$ cat src/verilog/wol_pkg.sv
// package: constants and carriers for the window offset and limit-clear block
package wol_pkg;
	localparam int WOL_NUM_WIN = 2;
	localparam int WOL_VAL_W = 32;
	localparam int WOL_TALLY_W = 16;
	localparam int WOL_FRAC_BITS = 10;
	// offset magnitude in milli-dB, signed
	localparam logic signed [WOL_VAL_W-1:0] WOL_OFS_MIN = -32'sd100000;
	localparam logic signed [WOL_VAL_W-1:0] WOL_OFS_MAX = 32'sd100000;
	localparam logic signed [WOL_VAL_W-1:0] WOL_OFS_RST = 32'sd0;
	localparam logic [7:0] WOL_SPEED_CONFLICT = 8'hC8;
	localparam logic signed [15:0] WOL_ERR_CONFLICT = -16'sd221;
	localparam logic signed [15:0] WOL_ERR_NONE = 16'sd0;
	localparam logic [WOL_TALLY_W-1:0] WOL_TALLY_RST = 16'h0000;

	// auto-clear mode
	typedef enum logic [1:0] {
		WOL_AC_OFF = 2'b00,
		WOL_AC_ON = 2'b01,
		WOL_AC_ONCE = 2'b10
	} wol_ac_t;

	// command codes
	typedef enum logic [3:0] {
		WOL_CMD_NONE = 4'h0,
		WOL_CMD_OFS_SET = 4'h1,
		WOL_CMD_OFS_EN = 4'h2,
		WOL_CMD_AC_SET = 4'h3,
		WOL_CMD_CLR_NOW = 4'h4,
		WOL_CMD_LIM_EN = 4'h5,
		WOL_CMD_LIM_LO = 4'h6,
		WOL_CMD_LIM_HI = 4'h7
	} wol_cmd_code_t;

	// decoded command presented to the block
	typedef struct packed {
		logic valid;
		logic win;
		wol_cmd_code_t code;
		logic signed [WOL_VAL_W-1:0] value;
	} wol_cmd_t;

	// one measurement result for a window
	typedef struct packed {
		logic valid;
		logic win;
		logic start;
		logic signed [WOL_VAL_W-1:0] value;
	} wol_meas_t;

	// query answers of one window
	typedef struct packed {
		logic signed [WOL_VAL_W-1:0] ofs_mag;
		logic ofs_en;
		logic ac_query;
		logic fail;
		logic [WOL_TALLY_W-1:0] tally;
		logic signed [WOL_VAL_W-1:0] shown;
	} wol_status_t;

	// per-window state
	typedef struct packed {
		logic signed [WOL_VAL_W-1:0] ofs_mag;
		logic ofs_en;
		wol_ac_t ac_mode;
		logic once_armed;
		logic lim_en;
		logic signed [WOL_VAL_W-1:0] lim_lo;
		logic signed [WOL_VAL_W-1:0] lim_hi;
		logic [WOL_TALLY_W-1:0] tally;
		logic signed [WOL_VAL_W-1:0] shown;
		logic ttl;
	} wol_win_state_t;

	localparam logic signed [WOL_VAL_W-1:0] WOL_LIM_LO_RST = -32'sd90000;
	localparam logic signed [WOL_VAL_W-1:0] WOL_LIM_HI_RST = 32'sd90000;
endpackage

$ cat src/verilog/wol_window.sv
// one window: offset stage, limit test and fail tally
//
// The Wishbone slave port and the address map were chosen for this implementation.
`timescale 1ns/1ps
`default_nettype none
module wol_window
	import wol_pkg::*;
#(
	parameter int TALLY_W = WOL_TALLY_W
) (
	input wire logic clk_i,
	input wire logic rst_i,
	input wire logic cmd_stb_i,
	input wire wol_cmd_code_t cmd_code_i,
	input wire logic signed [WOL_VAL_W-1:0] cmd_value_i,
	input wire logic speed_conflict_i,
	input wire logic meas_stb_i,
	input wire logic meas_start_i,
	input wire logic signed [WOL_VAL_W-1:0] meas_value_i,
	output logic err_stb_o,
	output wol_status_t status_o,
	output logic ttl_o
);
	if (TALLY_W != WOL_TALLY_W) begin : g_bad_width
		$error("tally width must equal package width");
	end

	wol_win_state_t st;
	wol_win_state_t next_st;
	logic next_err;
	logic err;
	logic signed [WOL_VAL_W-1:0] adj;
	logic outside;
	logic fail_now;

	assign fail_now = st.lim_en && outside;

	function automatic logic signed [WOL_VAL_W-1:0] clamp_ofs(input logic signed [WOL_VAL_W-1:0] v);
		if (v < WOL_OFS_MIN) return WOL_OFS_MIN;
		if (v > WOL_OFS_MAX) return WOL_OFS_MAX;
		return v;
	endfunction

	always_comb begin
		next_st = st;
		next_err = 1'b0;
		// offset after math result
		adj = st.ofs_en ? meas_value_i + st.ofs_mag : meas_value_i;
		outside = (adj < st.lim_lo) || (adj > st.lim_hi);
		if (cmd_stb_i) begin
			case (cmd_code_i)
				WOL_CMD_OFS_SET: begin
					if (speed_conflict_i) begin
						next_err = 1'b1;
					end else begin
						next_st.ofs_mag = clamp_ofs(cmd_value_i);
						next_st.ofs_en = 1'b1;
					end
				end
				WOL_CMD_OFS_EN: begin
					if (cmd_value_i[0] && speed_conflict_i) begin
						next_err = 1'b1;
					end else begin
						next_st.ofs_en = cmd_value_i[0];
					end
				end
				WOL_CMD_AC_SET: begin
					next_st.ac_mode = wol_ac_t'(cmd_value_i[1:0]);
					next_st.once_armed = 1'b1;
					if (cmd_value_i[1:0] == WOL_AC_ON) next_st.tally = WOL_TALLY_RST;
				end
				WOL_CMD_CLR_NOW: begin
					next_st.tally = WOL_TALLY_RST;
				end
				WOL_CMD_LIM_EN: begin
					next_st.lim_en = cmd_value_i[0];
				end
				WOL_CMD_LIM_LO: begin
					next_st.lim_lo = cmd_value_i;
				end
				WOL_CMD_LIM_HI: begin
					next_st.lim_hi = cmd_value_i;
				end
				default: begin
				end
			endcase
		end else if (meas_stb_i) begin
			next_st.shown = adj;
			if (meas_start_i) begin
				case (st.ac_mode)
					WOL_AC_ON: next_st.tally = WOL_TALLY_RST;
					WOL_AC_ONCE: begin
						if (st.once_armed) next_st.tally = WOL_TALLY_RST;
						next_st.once_armed = 1'b0;
					end
					default: begin
					end
				endcase
			end
			if (st.lim_en && outside) begin
				next_st.tally = TALLY_W'(next_st.tally + 1'b1);
			end
			next_st.ttl = st.lim_en && outside;
		end
	end

	always_ff @(posedge clk_i) begin
		if (rst_i) begin
			st.ofs_mag <= WOL_OFS_RST;
			st.ofs_en <= 1'b0;
			st.ac_mode <= WOL_AC_ON;
			st.once_armed <= 1'b1;
			st.lim_en <= 1'b0;
			st.lim_lo <= WOL_LIM_LO_RST;
			st.lim_hi <= WOL_LIM_HI_RST;
			st.tally <= WOL_TALLY_RST;
			st.shown <= WOL_OFS_RST;
			st.ttl <= 1'b0;
			err <= 1'b0;
		end else begin
			st <= next_st;
			err <= next_err;
		end
	end

	assign err_stb_o = err;
	assign ttl_o = st.ttl;
	assign status_o.ofs_mag = st.ofs_mag;
	assign status_o.ofs_en = st.ofs_en;
	assign status_o.ac_query = (st.ac_mode == WOL_AC_ON) ||
		((st.ac_mode == WOL_AC_ONCE) && st.once_armed);
	assign status_o.fail = (st.tally != WOL_TALLY_RST);
	assign status_o.tally = st.tally;
	assign status_o.shown = st.shown;

	a_ofs_write_enables: assert property (@(posedge clk_i) disable iff (rst_i)
		cmd_stb_i && cmd_code_i == WOL_CMD_OFS_SET && !speed_conflict_i
		|=> st.ofs_en) else $error("offset write did not enable");
	a_conflict_refused: assert property (@(posedge clk_i) disable iff (rst_i)
		cmd_stb_i && cmd_code_i == WOL_CMD_OFS_SET && speed_conflict_i
		|=> err && $stable(st.ofs_mag)) else $error("conflict not refused");
	a_clear_now_zero: assert property (@(posedge clk_i) disable iff (rst_i)
		cmd_stb_i && cmd_code_i == WOL_CMD_CLR_NOW |=> st.tally == 16'h0000)
		else $error("immediate clear failed");
	a_fail_after_count: assert property (@(posedge clk_i) disable iff (rst_i)
		!cmd_stb_i && meas_stb_i && fail_now && st.tally != 16'hFFFF
		|=> status_o.fail) else $error("fail flag not raised");
	a_off_keeps_tally: assert property (@(posedge clk_i) disable iff (rst_i)
		!cmd_stb_i && meas_stb_i && st.ac_mode == WOL_AC_OFF && !(st.lim_en && outside)
		|=> $stable(st.tally)) else $error("off mode changed tally");
	a_on_clears_start: assert property (@(posedge clk_i) disable iff (rst_i)
		!cmd_stb_i && meas_stb_i && meas_start_i && st.ac_mode == WOL_AC_ON
		|=> st.tally == {15'h0000, $past(fail_now)})
		else $error("auto clear failed");
	a_once_disarms: assert property (@(posedge clk_i) disable iff (rst_i)
		!cmd_stb_i && meas_stb_i && meas_start_i && st.ac_mode == WOL_AC_ONCE
		|=> !status_o.ac_query) else $error("once query wrong");
	a_tally_counts_fail: assert property (@(posedge clk_i) disable iff (rst_i)
		!cmd_stb_i && meas_stb_i && !meas_start_i && st.lim_en && outside
		|=> st.tally == $past(st.tally) + 16'h0001) else $error("tally step wrong");
	a_reset_defaults: assert property (@(posedge clk_i)
		rst_i |=> st.ac_mode == WOL_AC_ON && !st.ofs_en && st.ofs_mag == 32'sd0)
		else $error("reset values wrong");
endmodule
`default_nettype wire

$ cat src/verilog/wol_top.sv
// top: two independent window instances behind a Wishbone register file
//
// Summary of operation
// - two independent windows, upper and lower
// - offset added after the math result
// - offset range minus to plus 100 dB
// - writing offset magnitude also enables offset
// - reset zeroes offset magnitude
// - reset disables the offset
// - offset enable query reads one or zero
// - enabling offset at speed 200 errs -221
// - each window drives its limit level output
// - auto-clear on zeroes tally each start
// - auto-clear off keeps the tally
// - auto-clear once zeroes at first start
// - reset sets auto-clear on
// - auto-clear query reads one when on
// - once mode reads one until start
// - immediate clear zeroes tally anytime
// - fail reads one while tally nonzero
// - result strictly outside limits counts one
// - tally sixteen bits, wraps to zero
`timescale 1ns/1ps
`default_nettype none
module wol_top
	import wol_pkg::*;
(
	input wire logic clk_i,
	input wire logic rst_i,
	input wire logic cyc_i,
	input wire logic stb_i,
	input wire logic we_i,
	input wire logic [7:0] adr_i,
	input wire logic [3:0] sel_i,
	input wire logic [31:0] dat_i,
	output logic [31:0] dat_o,
	output logic ack_o,
	input wire logic meas_stb_i,
	input wire logic meas_win_i,
	input wire logic meas_start_i,
	input wire logic signed [WOL_VAL_W-1:0] meas_value_i,
	output logic [WOL_NUM_WIN-1:0] ttl_o
);
	localparam logic [7:0] ADR_CMD = 8'h00;
	localparam logic [7:0] ADR_SPEED = 8'h04;
	localparam logic [7:0] ADR_ERR = 8'h08;
	localparam logic [7:0] ADR_VAL = 8'h0C;
	localparam logic [7:0] ADR_W0 = 8'h10;
	localparam logic [7:0] ADR_W1 = 8'h20;

	typedef struct packed {
		logic ack;
		logic [31:0] rdat;
		logic [7:0] speed;
		logic signed [15:0] err_code;
		logic [31:0] cmd_val;
		logic cmd_stb;
		logic [4:0] cmd_sel;
	} wol_top_state_t;

	wol_top_state_t s;
	wol_top_state_t next_s;
	wol_status_t stat [WOL_NUM_WIN];
	logic [WOL_NUM_WIN-1:0] err_stb;
	logic req;

	// status word: field offset 0 mag, 4 flags, 8 tally, C shown
	function automatic logic [31:0] win_read(input wol_status_t w, input logic [1:0] f);
		case (f)
			2'd0: return w.ofs_mag;
			2'd1: return {29'h0, w.fail, w.ac_query, w.ofs_en};
			2'd2: return {16'h0000, w.tally};
			default: return w.shown;
		endcase
	endfunction

	assign req = cyc_i && stb_i && !s.ack;

	always_comb begin
		next_s = s;
		next_s.ack = req;
		next_s.cmd_stb = 1'b0;
		if (err_stb != '0) next_s.err_code = WOL_ERR_CONFLICT;
		if (req && we_i) begin
			case (adr_i)
				ADR_CMD: begin
					next_s.cmd_stb = 1'b1;
					next_s.cmd_sel = dat_i[4:0];
				end
				ADR_VAL: next_s.cmd_val = dat_i;
				ADR_SPEED: if (sel_i[0]) next_s.speed = dat_i[7:0];
				ADR_ERR: if (err_stb == '0) next_s.err_code = WOL_ERR_NONE;
				default: begin
				end
			endcase
		end
		if (req) begin
			case (adr_i)
				ADR_SPEED: next_s.rdat = {24'h0, s.speed};
				ADR_ERR: next_s.rdat = {{16{s.err_code[15]}}, s.err_code};
				ADR_VAL: next_s.rdat = s.cmd_val;
				default: begin
					if (adr_i[7:4] == ADR_W0[7:4]) next_s.rdat = win_read(stat[0], adr_i[3:2]);
					else if (adr_i[7:4] == ADR_W1[7:4]) next_s.rdat = win_read(stat[1], adr_i[3:2]);
					else next_s.rdat = 32'h0000_0000;
				end
			endcase
		end
	end

	always_ff @(posedge clk_i) begin
		if (rst_i) begin
			s <= '0;
		end else begin
			s <= next_s;
		end
	end

	assign ack_o = s.ack;
	assign dat_o = s.rdat;

	genvar gi;
	generate
		for (gi = 0; gi < WOL_NUM_WIN; gi++) begin : g_win
			wol_window #(
				.TALLY_W(WOL_TALLY_W)
			) u_win (
				.clk_i(clk_i),
				.rst_i(rst_i),
				.cmd_stb_i(s.cmd_stb && (s.cmd_sel[4] == 1'(gi))),
				.cmd_code_i(wol_cmd_code_t'(s.cmd_sel[3:0])),
				.cmd_value_i(s.cmd_val),
				.speed_conflict_i(s.speed == WOL_SPEED_CONFLICT),
				.meas_stb_i(meas_stb_i && (meas_win_i == 1'(gi))),
				.meas_start_i(meas_start_i),
				.meas_value_i(meas_value_i),
				.err_stb_o(err_stb[gi]),
				.status_o(stat[gi]),
				.ttl_o(ttl_o[gi])
			);
		end
	endgenerate

	a_ack_one_cycle: assert property (@(posedge clk_i) disable iff (rst_i)
		ack_o |=> !ack_o) else $error("ack held too long");
	a_req_acked_next: assert property (@(posedge clk_i) disable iff (rst_i)
		cyc_i && stb_i && !ack_o |=> ack_o) else $error("ack missing");
endmodule
`default_nettype wire

$ cat config.mk
export PLATFORM = sky130hd
export DESIGN_NAME = wol_top
export DESIGN_NICKNAME = d
export VERILOG_FILES = /design/src/verilog/wol_pkg.sv /design/src/verilog/wol_window.sv /design/src/verilog/wol_top.sv
export SDC_FILE = /design/constraint.sdc
export NUM_CORES = 1
export LEC_CHECK = 0
export BUFFER_PORTS_ARGS = -buffer_cell sky130_fd_sc_hd__buf_2
export CORE_MARGIN = 4
export CORE_UTILIZATION = 40
export DETAILED_ROUTE_END_ITERATION = 8
export PLACE_DENSITY = 0.6
export SLEW_MARGIN = 20
export SYNTH_ARGS = -nofsm -noshare
export SYNTH_HDL_FRONTEND = slang
export SYNTH_SLANG_ARGS = --single-unit
export TNS_END_PERCENT = 20
$ cat constraint.sdc
create_clock -name clk_i -period 4.8 [get_ports clk_i]
set_input_delay 0.24 -clock clk_i [delete_from_list [all_inputs] [get_ports clk_i]]
set_output_delay 0.24 -clock clk_i [all_outputs]
set_load 0.01 [all_outputs]
==> impl_metrics.toml, run 1 <==
[floorplanning]
dieHeight_um = 254
std_cell_rows = 89
die_width_um = 254
core_area_mm2 = 0.0595
die_area_mm2 = 0.0645
initial_core_util_pct = 40.7
boundaryPins = 119

[global_routing]
grt_antenna_before_repair = 1
first_global_vias = 22600
groute.usage.overall_pct = 27.1
global_route_wire_length_before_repair_um = 136000
pin_count_of_the_biggest_net_entering_global_routing = 124
grt.overflow.total = 0

[sta]
tightestPinTransition_ns = 1.14
clock.fmax_ghz = 0.188
rsz0062_at_grt = "true"
timing.setup.tns_ns = -13.74
final_period_minus_worst_setup_slack_ns = 5.33
drv_slew = 0
period_share_pct = 111
setup_viol_count_final = 34
final_worst_setup_slack_ns = -0.528
skew_ns = 0.0251
max-slew-margin-rel_pct = 23.9
hold_violations = 0
hold-worst-slack_ns = 0.0481

[worst_setup_path]
worst_setup_path_end_kind = "flop"
ff2ff_path_depth = 24
regToRegSetupSlack_ns = -0.53
worst_r2r_endpoint = "g_win[0].u_win.status_o[40]"
timing.critical_path.arrival_ns = 5.84
critPathRequiredTime_ns = 5.31
cp_max_fo = 4
setup.worst_path.class = "flop to flop"
startpoint_class = "flop"
rr_startpoint = "g_win[0].u_win.status_o[51]"

[power]
peakVddDrop_uv = 223
finalPower_mw = 7.80
clkPwrFrac_pct = 46.7
power_leakage_nw = 12.9
combPwrFrac_pct = 10.4
net-switching-power_mw = 2.00
switching_share_pct = 25.6
power_per_standard_cell_area_mw_per_mm2 = 256
pwr-share-seq_pct = 42.9
power_report.internal_total_mw = 5.80

[synth]
synth.lib_cells_used.distinct = 85
total_of_warnings_raised_by_yosys = 0
syn-num-nets = 3483
synth-seq-area-share_pct = 32.8
synthDominantAreaCellType = "sky130_fd_sc_hd__dfxtp_1"
synth-edff-count = 0
netlist_top_cells_area = "sky130_fd_sc_hd__dfxtp_1 (33%), sky130_fd_sc_hd__ha_1 (10%), sky130_fd_sc_hd__nand2_1 (9.2%), sky130_fd_sc_hd__a21oi_1 (7.9%), sky130_fd_sc_hd__nor2_1 (3.8%)"
post_synth_inst_count = 3203
postSynth.asyncResetShare_pct = 0
yosys_most_used_dff = "sky130_fd_sc_hd__dfxtp_1"
yosys_register_bits = 397
syn_area_mm2 = 0.0242
synth.top_cell.area_share_pct = 32.8
syn_avg_cell_area_um2 = 7.55

[routing]
drt_first_pass_iters = 5
finalWirelength_um = 91200
residual_drc = 0
final_antenna_net_count = 0
route.vias.total = 24700
dr.first_iter.drc_count = 2556
route.detailed.vias_per_inst = 5.68
routed_wire_length_per_instance_um = 20.9

[hold_path]
min_to = "g_win[0].u_win.st[116]"
worstHoldStart = "rst_i"
worst_hold_path_type = "input pin to flop"
hold_path_depth = 2

[placed_design]
place.port_buffers = 115
place_hpwl_um = 66600
routability_congestion = 0.968

[finish]
num-nets-final = 3829
drive_gt1_share_pct = 21.7
finalCoreUtilization_pct = 51.3
multi_input_area_mm2 = 0.0154
synthToLayoutAreaGrowth_pct = 26.2
combined_flip_flop_and_latch_cell_area_mm2 = 0.00797
fill_cells = 5884

[cts]
max-clock-path-buffers = 3
clk_pin_slew_worst_paths_ns = 0.06
tritoncts = "yes"
clock_tree.root_cell = "sky130_fd_sc_hd__clkbuf_16"
clkSinkCount = 397
cts-buffers-inserted = 47
clock_insertion_delay_worst_skew_ns = 0.61
h-tree-depth = 2

[status]
outcome = "finished with violations"
failed_checks = "setup timing"

[run]
maxCapViolCount = 0
-- logic make-up after synthesis --
family                     Yosys count  share of synthesized area (%)
DFF                                397                           32.8
adders and majority gates          196                           10.2
xor gates and xnor gates            43                           1.56
buffers and inverters              424                           7.22
and+or+nand+nor                   1186                           22.0
AOI/OAI and AO/OA                  869                           22.2
muxes                               88                           3.98
-- power by group through the flow --
stage	Combinational, mW	Sequential [mW]	Clock, mW
after floorplan	0.394	3.41	0
after CTS	0.775	3.35	3.68
final	0.811	3.35	3.64
after detailed placement	0.718	3.42	0
after global placement	0.716	3.42	0
after global routing	0.873	3.35	3.82
-- how the worst max path moves through the flow --
stage	end	cells past startpoint	startpoint	slack (ns)
2_1_floorplan	g_win[0].u_win.status_o[37]	22	g_win[0].u_win.status_o[51]	-0.006
3_3_place_gp	g_win[1].u_win.status_o[47]	22	meas_value_i[1]	-0.99
3_5_place_dp	g_win[1].u_win.status_o[47]	22	meas_value_i[1]	-1.04
4_1_cts	g_win[0].u_win.status_o[40]	24	g_win[0].u_win.status_o[51]	-0.50
5_1_grt	g_win[0].u_win.status_o[37]	24	g_win[0].u_win.status_o[51]	-0.69
6_report	g_win[0].u_win.status_o[40]	24	g_win[0].u_win.status_o[51]	-0.53
-- what timing repair did --
item,4_1_cts,5_1_grt
hold endpoints to repair,46,0
cloned,1,0
setup endpoints to repair,34,34
gates resized for setup,121,60
hold buffers,33,0
buffers inserted,17,15
pin swaps,61,68
-- metal layers --
metal	wire length [um]	GRT usage (%)
met5	13	0
met4	3310	9.45
met3	8740	6.02
met2	37900	39.4
met1	41200	39.6
-- final cells by class --
cell class,count,share of cell area (%)
clock buffer,70,4.63
tap,773,3.17
timing repair buffer,547,13.1
multi-input combinational,2382,50.4
inverter,174,2.14
clock inverter,10,0.455
antenna,1,0.00820
sequential,397,26.1
-- stage by stage --
| step | area (um2) | std cells | setup slack [ns] |
|---|---|---|---|
| 6_report | 30500 | 4354 | -0.528 |
| 5_1_grt | 30500 | 4353 | -0.691 |
| 4_1_cts | 30200 | 4338 | -0.503 |
| 3_5_place_dp | 27600 | 4207 | -1.04 |
| 3_3_place_gp | 27600 | 4207 | -0.995 |
| 2_1_floorplan | 24300 | 3203 | -0.00634 |
-- state kept, by name, summed over array words and instances, names as in the netlist --
register,count
g_win.u_win.ttl_o,2
g_win.u_win.err_stb_o,2
dat_o,32
ack_o,1
g_win.u_win.st,136
s,62
g_win.u_win.status_o,162
-- critical path, stage by stage, from the launching register on --
cell and delay [ns]:
sky130_fd_sc_hd__dfxtp_2 0.34, sky130_fd_sc_hd__ha_4 0.16, sky130_fd_sc_hd__inv_2 0.05, sky130_fd_sc_hd__fa_2 0.20
sky130_fd_sc_hd__nor2b_2 0.05, sky130_fd_sc_hd__o31a_1 0.29, sky130_fd_sc_hd__a41oi_2 0.26, sky130_fd_sc_hd__o211a_1 0.27
sky130_fd_sc_hd__a21oi_2 0.09, sky130_fd_sc_hd__a221o_1 0.42, sky130_fd_sc_hd__a31o_2 0.23, sky130_fd_sc_hd__a221o_1 0.41
sky130_fd_sc_hd__ha_1 0.32, sky130_fd_sc_hd__and4_1 0.19, sky130_fd_sc_hd__nand4_1 0.15, sky130_fd_sc_hd__nand3b_1 0.23
sky130_fd_sc_hd__or4_4 0.51, sky130_fd_sc_hd__o32ai_2 0.10, sky130_fd_sc_hd__a31oi_1 0.13, sky130_fd_sc_hd__buf_4 0.21
sky130_fd_sc_hd__buf_6 0.13, sky130_fd_sc_hd__buf_6 0.11, sky130_fd_sc_hd__a41oi_2 0.17, sky130_fd_sc_hd__o21ai_1 0.09
sky130_fd_sc_hd__a21oi_1 0.14
-- cell usage in the layout, fill, tap and decap left out, types with 26 or more instances in the layout --
cell type | Yosys | layout
sky130_fd_sc_hd__a211oi_1 | 36 | 28
sky130_fd_sc_hd__nor2b_1 | 28 | 26
sky130_fd_sc_hd__xnor2_1 | 28 | 26
sky130_fd_sc_hd__a21o_1 | 40 | 39
sky130_fd_sc_hd__a21oi_1 | 383 | 369
sky130_fd_sc_hd__nor2_1 | 244 | 234
sky130_fd_sc_hd__a22oi_1 | 42 | 42
sky130_fd_sc_hd__nand3_1 | 60 | 53
sky130_fd_sc_hd__mux2i_1 | 49 | 48
sky130_fd_sc_hd__nand2_1 | 592 | 588
sky130_fd_sc_hd__buf_2 | 15 | 114
sky130_fd_sc_hd__nand4_1 | 38 | 38
sky130_fd_sc_hd__nor3_1 | 51 | 48
sky130_fd_sc_hd__o211ai_1 | 30 | 30
sky130_fd_sc_hd__a31oi_1 | 39 | 35
sky130_fd_sc_hd__nand3b_1 | 35 | 35
sky130_fd_sc_hd__dlygate4sd3_1 | 0 | 33
sky130_fd_sc_hd__o21ai_0 | 108 | 77
sky130_fd_sc_hd__clkbuf_16 | 0 | 47
sky130_fd_sc_hd__o21ai_1 | 4 | 29
sky130_fd_sc_hd__dfxtp_1 | 397 | 382
sky130_fd_sc_hd__buf_4 | 34 | 386
sky130_fd_sc_hd__o22ai_1 | 30 | 30
sky130_fd_sc_hd__inv_1 | 173 | 172
sky130_fd_sc_hd__ha_1 | 194 | 173
sky130_fd_sc_hd__mux2_2 | 36 | 28
-- Yosys cell counts, types with 7 or more instances --
| cell | n |
|---|---|
| sky130_fd_sc_hd__nor2_1 | 244 |
| sky130_fd_sc_hd__ha_1 | 194 |
| sky130_fd_sc_hd__a211oi_1 | 36 |
| sky130_fd_sc_hd__or3_1 | 11 |
| sky130_fd_sc_hd__dfxtp_1 | 397 |
| sky130_fd_sc_hd__nand2_1 | 592 |
| sky130_fd_sc_hd__o21ai_0 | 108 |
| sky130_fd_sc_hd__o31ai_1 | 9 |
| sky130_fd_sc_hd__a211o_1 | 21 |
| sky130_fd_sc_hd__a311oi_1 | 9 |
| sky130_fd_sc_hd__o21bai_1 | 13 |
| sky130_fd_sc_hd__buf_2 | 15 |
| sky130_fd_sc_hd__xor2_1 | 15 |
| sky130_fd_sc_hd__o211ai_1 | 30 |
| sky130_fd_sc_hd__nor3_1 | 51 |
| sky130_fd_sc_hd__a221oi_1 | 14 |
| sky130_fd_sc_hd__nand3b_1 | 35 |
| sky130_fd_sc_hd__clkbuf_1 | 185 |
| sky130_fd_sc_hd__buf_4 | 34 |
| sky130_fd_sc_hd__a31oi_1 | 39 |
| sky130_fd_sc_hd__a21o_1 | 40 |
| sky130_fd_sc_hd__nor4_1 | 20 |
| sky130_fd_sc_hd__or4_1 | 8 |
| sky130_fd_sc_hd__nor2b_1 | 28 |
| sky130_fd_sc_hd__nand3_1 | 60 |
| sky130_fd_sc_hd__and2_1 | 22 |
| sky130_fd_sc_hd__buf_1 | 14 |
| sky130_fd_sc_hd__inv_1 | 173 |
| sky130_fd_sc_hd__mux2_2 | 36 |
| sky130_fd_sc_hd__a21oi_1 | 383 |
| sky130_fd_sc_hd__xnor2_1 | 28 |
| sky130_fd_sc_hd__o311ai_0 | 7 |
| sky130_fd_sc_hd__and3_1 | 20 |
| sky130_fd_sc_hd__a22oi_1 | 42 |
| sky130_fd_sc_hd__mux2i_1 | 49 |
| sky130_fd_sc_hd__nand4_1 | 38 |
| sky130_fd_sc_hd__o22ai_1 | 30 |
| sky130_fd_sc_hd__nand2b_1 | 19 |
| sky130_fd_sc_hd__o21a_1 | 21 |
| sky130_fd_sc_hd__nor3b_1 | 9 |
Note: power is estimated with default switching activity, not from simulation.
==> run 2: changes to the inputs <==
Settings changed: REMOVE_ABC_BUFFERS set to 1, SLEW_MARGIN 20 to 5.
==> impl_metrics.toml, run 2 (synthesized netlist as in run 1, its figures left out) <==
[sta]
tightestPinTransition_ns = 1.10
final_period_minus_worst_setup_slack_ns = 5.43
setup_viol_count_final = 34
drv_slew = 0
final_worst_setup_slack_ns = -0.628
period_share_pct = 113
hold_violations = 0
skew_ns = 0.0197
timing.setup.tns_ns = -16.15
clock.fmax_ghz = 0.184
rsz0062_at_grt = "true"
max-slew-margin-rel_pct = 26.5

[placed_design]
routability_congestion = 0.939
numPlacedInstances = 4209
place_hpwl_um = 65200
placed_area_mm2 = 0.0275
place.port_buffers = 115

[status]
failed_checks = "setup timing"
outcome = "finished with violations"

[worst_setup_path]
worst_setup_path_end_kind = "flop"
startpoint_class = "flop"
timing.critical_path.arrival_ns = 5.95
ff2ff_path_depth = 25
regToRegSetupSlack_ns = -0.63
rr_startpoint = "g_win[0].u_win.status_o[51]"
setup.worst_path.class = "flop to flop"
worst_r2r_endpoint = "g_win[0].u_win.status_o[37]"
cp_max_fo = 4
critPathRequiredTime_ns = 5.33

[power]
clkPwrFrac_pct = 47.0
combPwrFrac_pct = 10.3
net-switching-power_mw = 2.01
power_report.internal_total_mw = 5.82
peakVddDrop_uv = 240
pwr-share-seq_pct = 42.7
switching_share_pct = 25.7
power_per_standard_cell_area_mw_per_mm2 = 257
power_leakage_nw = 12.9

[cts]
clock_insertion_delay_worst_skew_ns = 0.60
tritoncts = "yes"
max-clock-path-buffers = 3
clkSinkCount = 397
cts-buffers-inserted = 47
clk_pin_slew_worst_paths_ns = 0.06
clock_tree.root_cell = "sky130_fd_sc_hd__clkbuf_16"
h-tree-depth = 2

[hold_path]
min_to = "g_win[1].u_win.status_o[30]"
worst_hold_path_type = "input pin to flop"
worstHoldStart = "meas_value_i[30]"
hold_path_depth = 3

[finish]
finalCoreUtilization_pct = 51.2
stdcell_count = 4364
num-nets-final = 3832
largest_register_ff_count = 162
fin_area_mm2 = 0.0304
final_common_cell = "sky130_fd_sc_hd__nand2_1"
mostFrequentLayoutCells = "sky130_fd_sc_hd__nand2_1 (589), sky130_fd_sc_hd__buf_4 (396), sky130_fd_sc_hd__dfxtp_1 (387), sky130_fd_sc_hd__a21oi_1 (368), sky130_fd_sc_hd__nor2_1 (234)"
drive_gt1_share_pct = 21.6
synthToLayoutAreaGrowth_pct = 25.7

[run]
maxCapViolCount = 0

[routing]
final_antenna_net_count = 0
dr.first_iter.drc_count = 2875
route.vias.total = 24700
routed_wire_length_per_instance_um = 20.5
drt_first_pass_iters = 6
finalWirelength_um = 89400
residual_drc = 0
route.detailed.vias_per_inst = 5.65

[floorplanning]
core_area_mm2 = 0.0595
std_cell_rows = 89
die_area_mm2 = 0.0645
initial_core_util_pct = 40.7
die_width_um = 254
dieHeight_um = 254
boundaryPins = 119

[global_routing]
pin_count_of_the_biggest_net_entering_global_routing = 146
global_route_wire_length_before_repair_um = 135000
grt_antenna_before_repair = 2
grt.overflow.total = 0
groute.usage.overall_pct = 26.9
first_global_vias = 22800
-- run 2: cell count changes in the layout (fill, tap and decap cells not counted), moves of 4 or more --
cell                      delta
sky130_fd_sc_hd__ha_4        -4
sky130_fd_sc_hd__buf_6       -5
sky130_fd_sc_hd__o21ai_1    -14
sky130_fd_sc_hd__buf_4      +10
sky130_fd_sc_hd__mux2_4      -4
sky130_fd_sc_hd__dfxtp_2     -5
sky130_fd_sc_hd__o21ai_0    +15
sky130_fd_sc_hd__mux2_2      +4
sky130_fd_sc_hd__dfxtp_1     +5
-- run 2: per-layer routing --
layer  global-route usage, %  share of wire (%)  vias to the layer above
li1                        -                  -                    11900
met1                    39.1                 45                    11600
met2                    39.2                 41                     1015
met3                    6.80                 10                      154
met4                    8.01                3.1                        0
met5                       0                  0                        -
-- run 2: power by group through the flow --
| stage | Sequential [mW] | Combinational, mW | Clock (mW) |
|---|---|---|---|
| 2_1_floorplan | 3.41 | 0.328 | 0 |
| 3_3_place_gp | 3.42 | 0.725 | 0 |
| 3_5_place_dp | 3.42 | 0.726 | 0 |
| 4_1_cts | 3.34 | 0.780 | 3.72 |
| 5_1_grt | 3.35 | 0.869 | 3.85 |
| 6_report | 3.35 | 0.807 | 3.68 |
-- run 2: stage by stage --
stage / setup WS, ns / power, mW / hold slack, ns
after floorplan: -0.434 / 3.74 / 0.309
after global placement: -1.09 / 4.14 / 0.426
after detailed placement: -1.14 / 4.14 / 0.431
after CTS: -0.685 / 7.85 / 0.0147
after global routing: -0.840 / 8.07 / 0.0373
final: -0.628 / 7.83 / 0.0434
-- run 2: what timing repair did --
action                     4_1_cts  5_1_grt
setup buffers                   34        2
setup endpoints to repair       34       34
hold buffers                    32        0
gates resized for setup        126       32
hold endpoints to repair        45        0
pin swaps                       68       23
-- run 2: worst max path at each step --
stage	startpoint	endpoint	slack (ns)
6_report	g_win[0].u_win.status_o[51]	g_win[0].u_win.status_o[37]	-0.63
3_3_place_gp	meas_value_i[0]	g_win[0].u_win.status_o[40]	-1.09
5_1_grt	g_win[0].u_win.status_o[51]	g_win[0].u_win.status_o[37]	-0.84
4_1_cts	g_win[0].u_win.status_o[51]	g_win[0].u_win.status_o[37]	-0.69
3_5_place_dp	meas_value_i[0]	g_win[0].u_win.status_o[40]	-1.14
2_1_floorplan	g_win[0].u_win.status_o[51]	g_win[0].u_win.status_o[47]	-0.43
-- run 2: area by class of cell --
class                           instances  area (um2)
Multi-Input combinational cell       2382       15300
Clock inverter                         14         146
Sequential cell                       397        7960
Tap cell                              773         967
Inverter                              174         653
Antenna cell                            1        2.50
Fill cell                            5776       29000
Clock buffer                           73        1440
Timing Repair Buffer                  550        3970
-- run 2: critical path, stage by stage, from the launching register on --
cell                       delay (ns)
sky130_fd_sc_hd__dfxtp_2         0.33
sky130_fd_sc_hd__ha_4            0.16
sky130_fd_sc_hd__inv_2           0.05
sky130_fd_sc_hd__fa_2            0.20
sky130_fd_sc_hd__nor2b_2         0.06
sky130_fd_sc_hd__o31a_1          0.30
sky130_fd_sc_hd__a41oi_2         0.29
sky130_fd_sc_hd__o211a_1         0.30
sky130_fd_sc_hd__a21oi_2         0.09
sky130_fd_sc_hd__a221o_1         0.43
sky130_fd_sc_hd__buf_4           0.17
sky130_fd_sc_hd__xor2_1          0.13
sky130_fd_sc_hd__mux2_4          0.29
sky130_fd_sc_hd__ha_1            0.27
sky130_fd_sc_hd__and2_1          0.15
sky130_fd_sc_hd__a221o_1         0.32
sky130_fd_sc_hd__a211oi_2        0.22
sky130_fd_sc_hd__buf_4           0.14
sky130_fd_sc_hd__and2_1          0.21
sky130_fd_sc_hd__o32ai_4         0.12
sky130_fd_sc_hd__a31oi_4         0.22
sky130_fd_sc_hd__buf_6           0.16
sky130_fd_sc_hd__buf_6           0.11
sky130_fd_sc_hd__nand4_1         0.12
sky130_fd_sc_hd__or4_1           0.42
sky130_fd_sc_hd__nand3_1         0.09
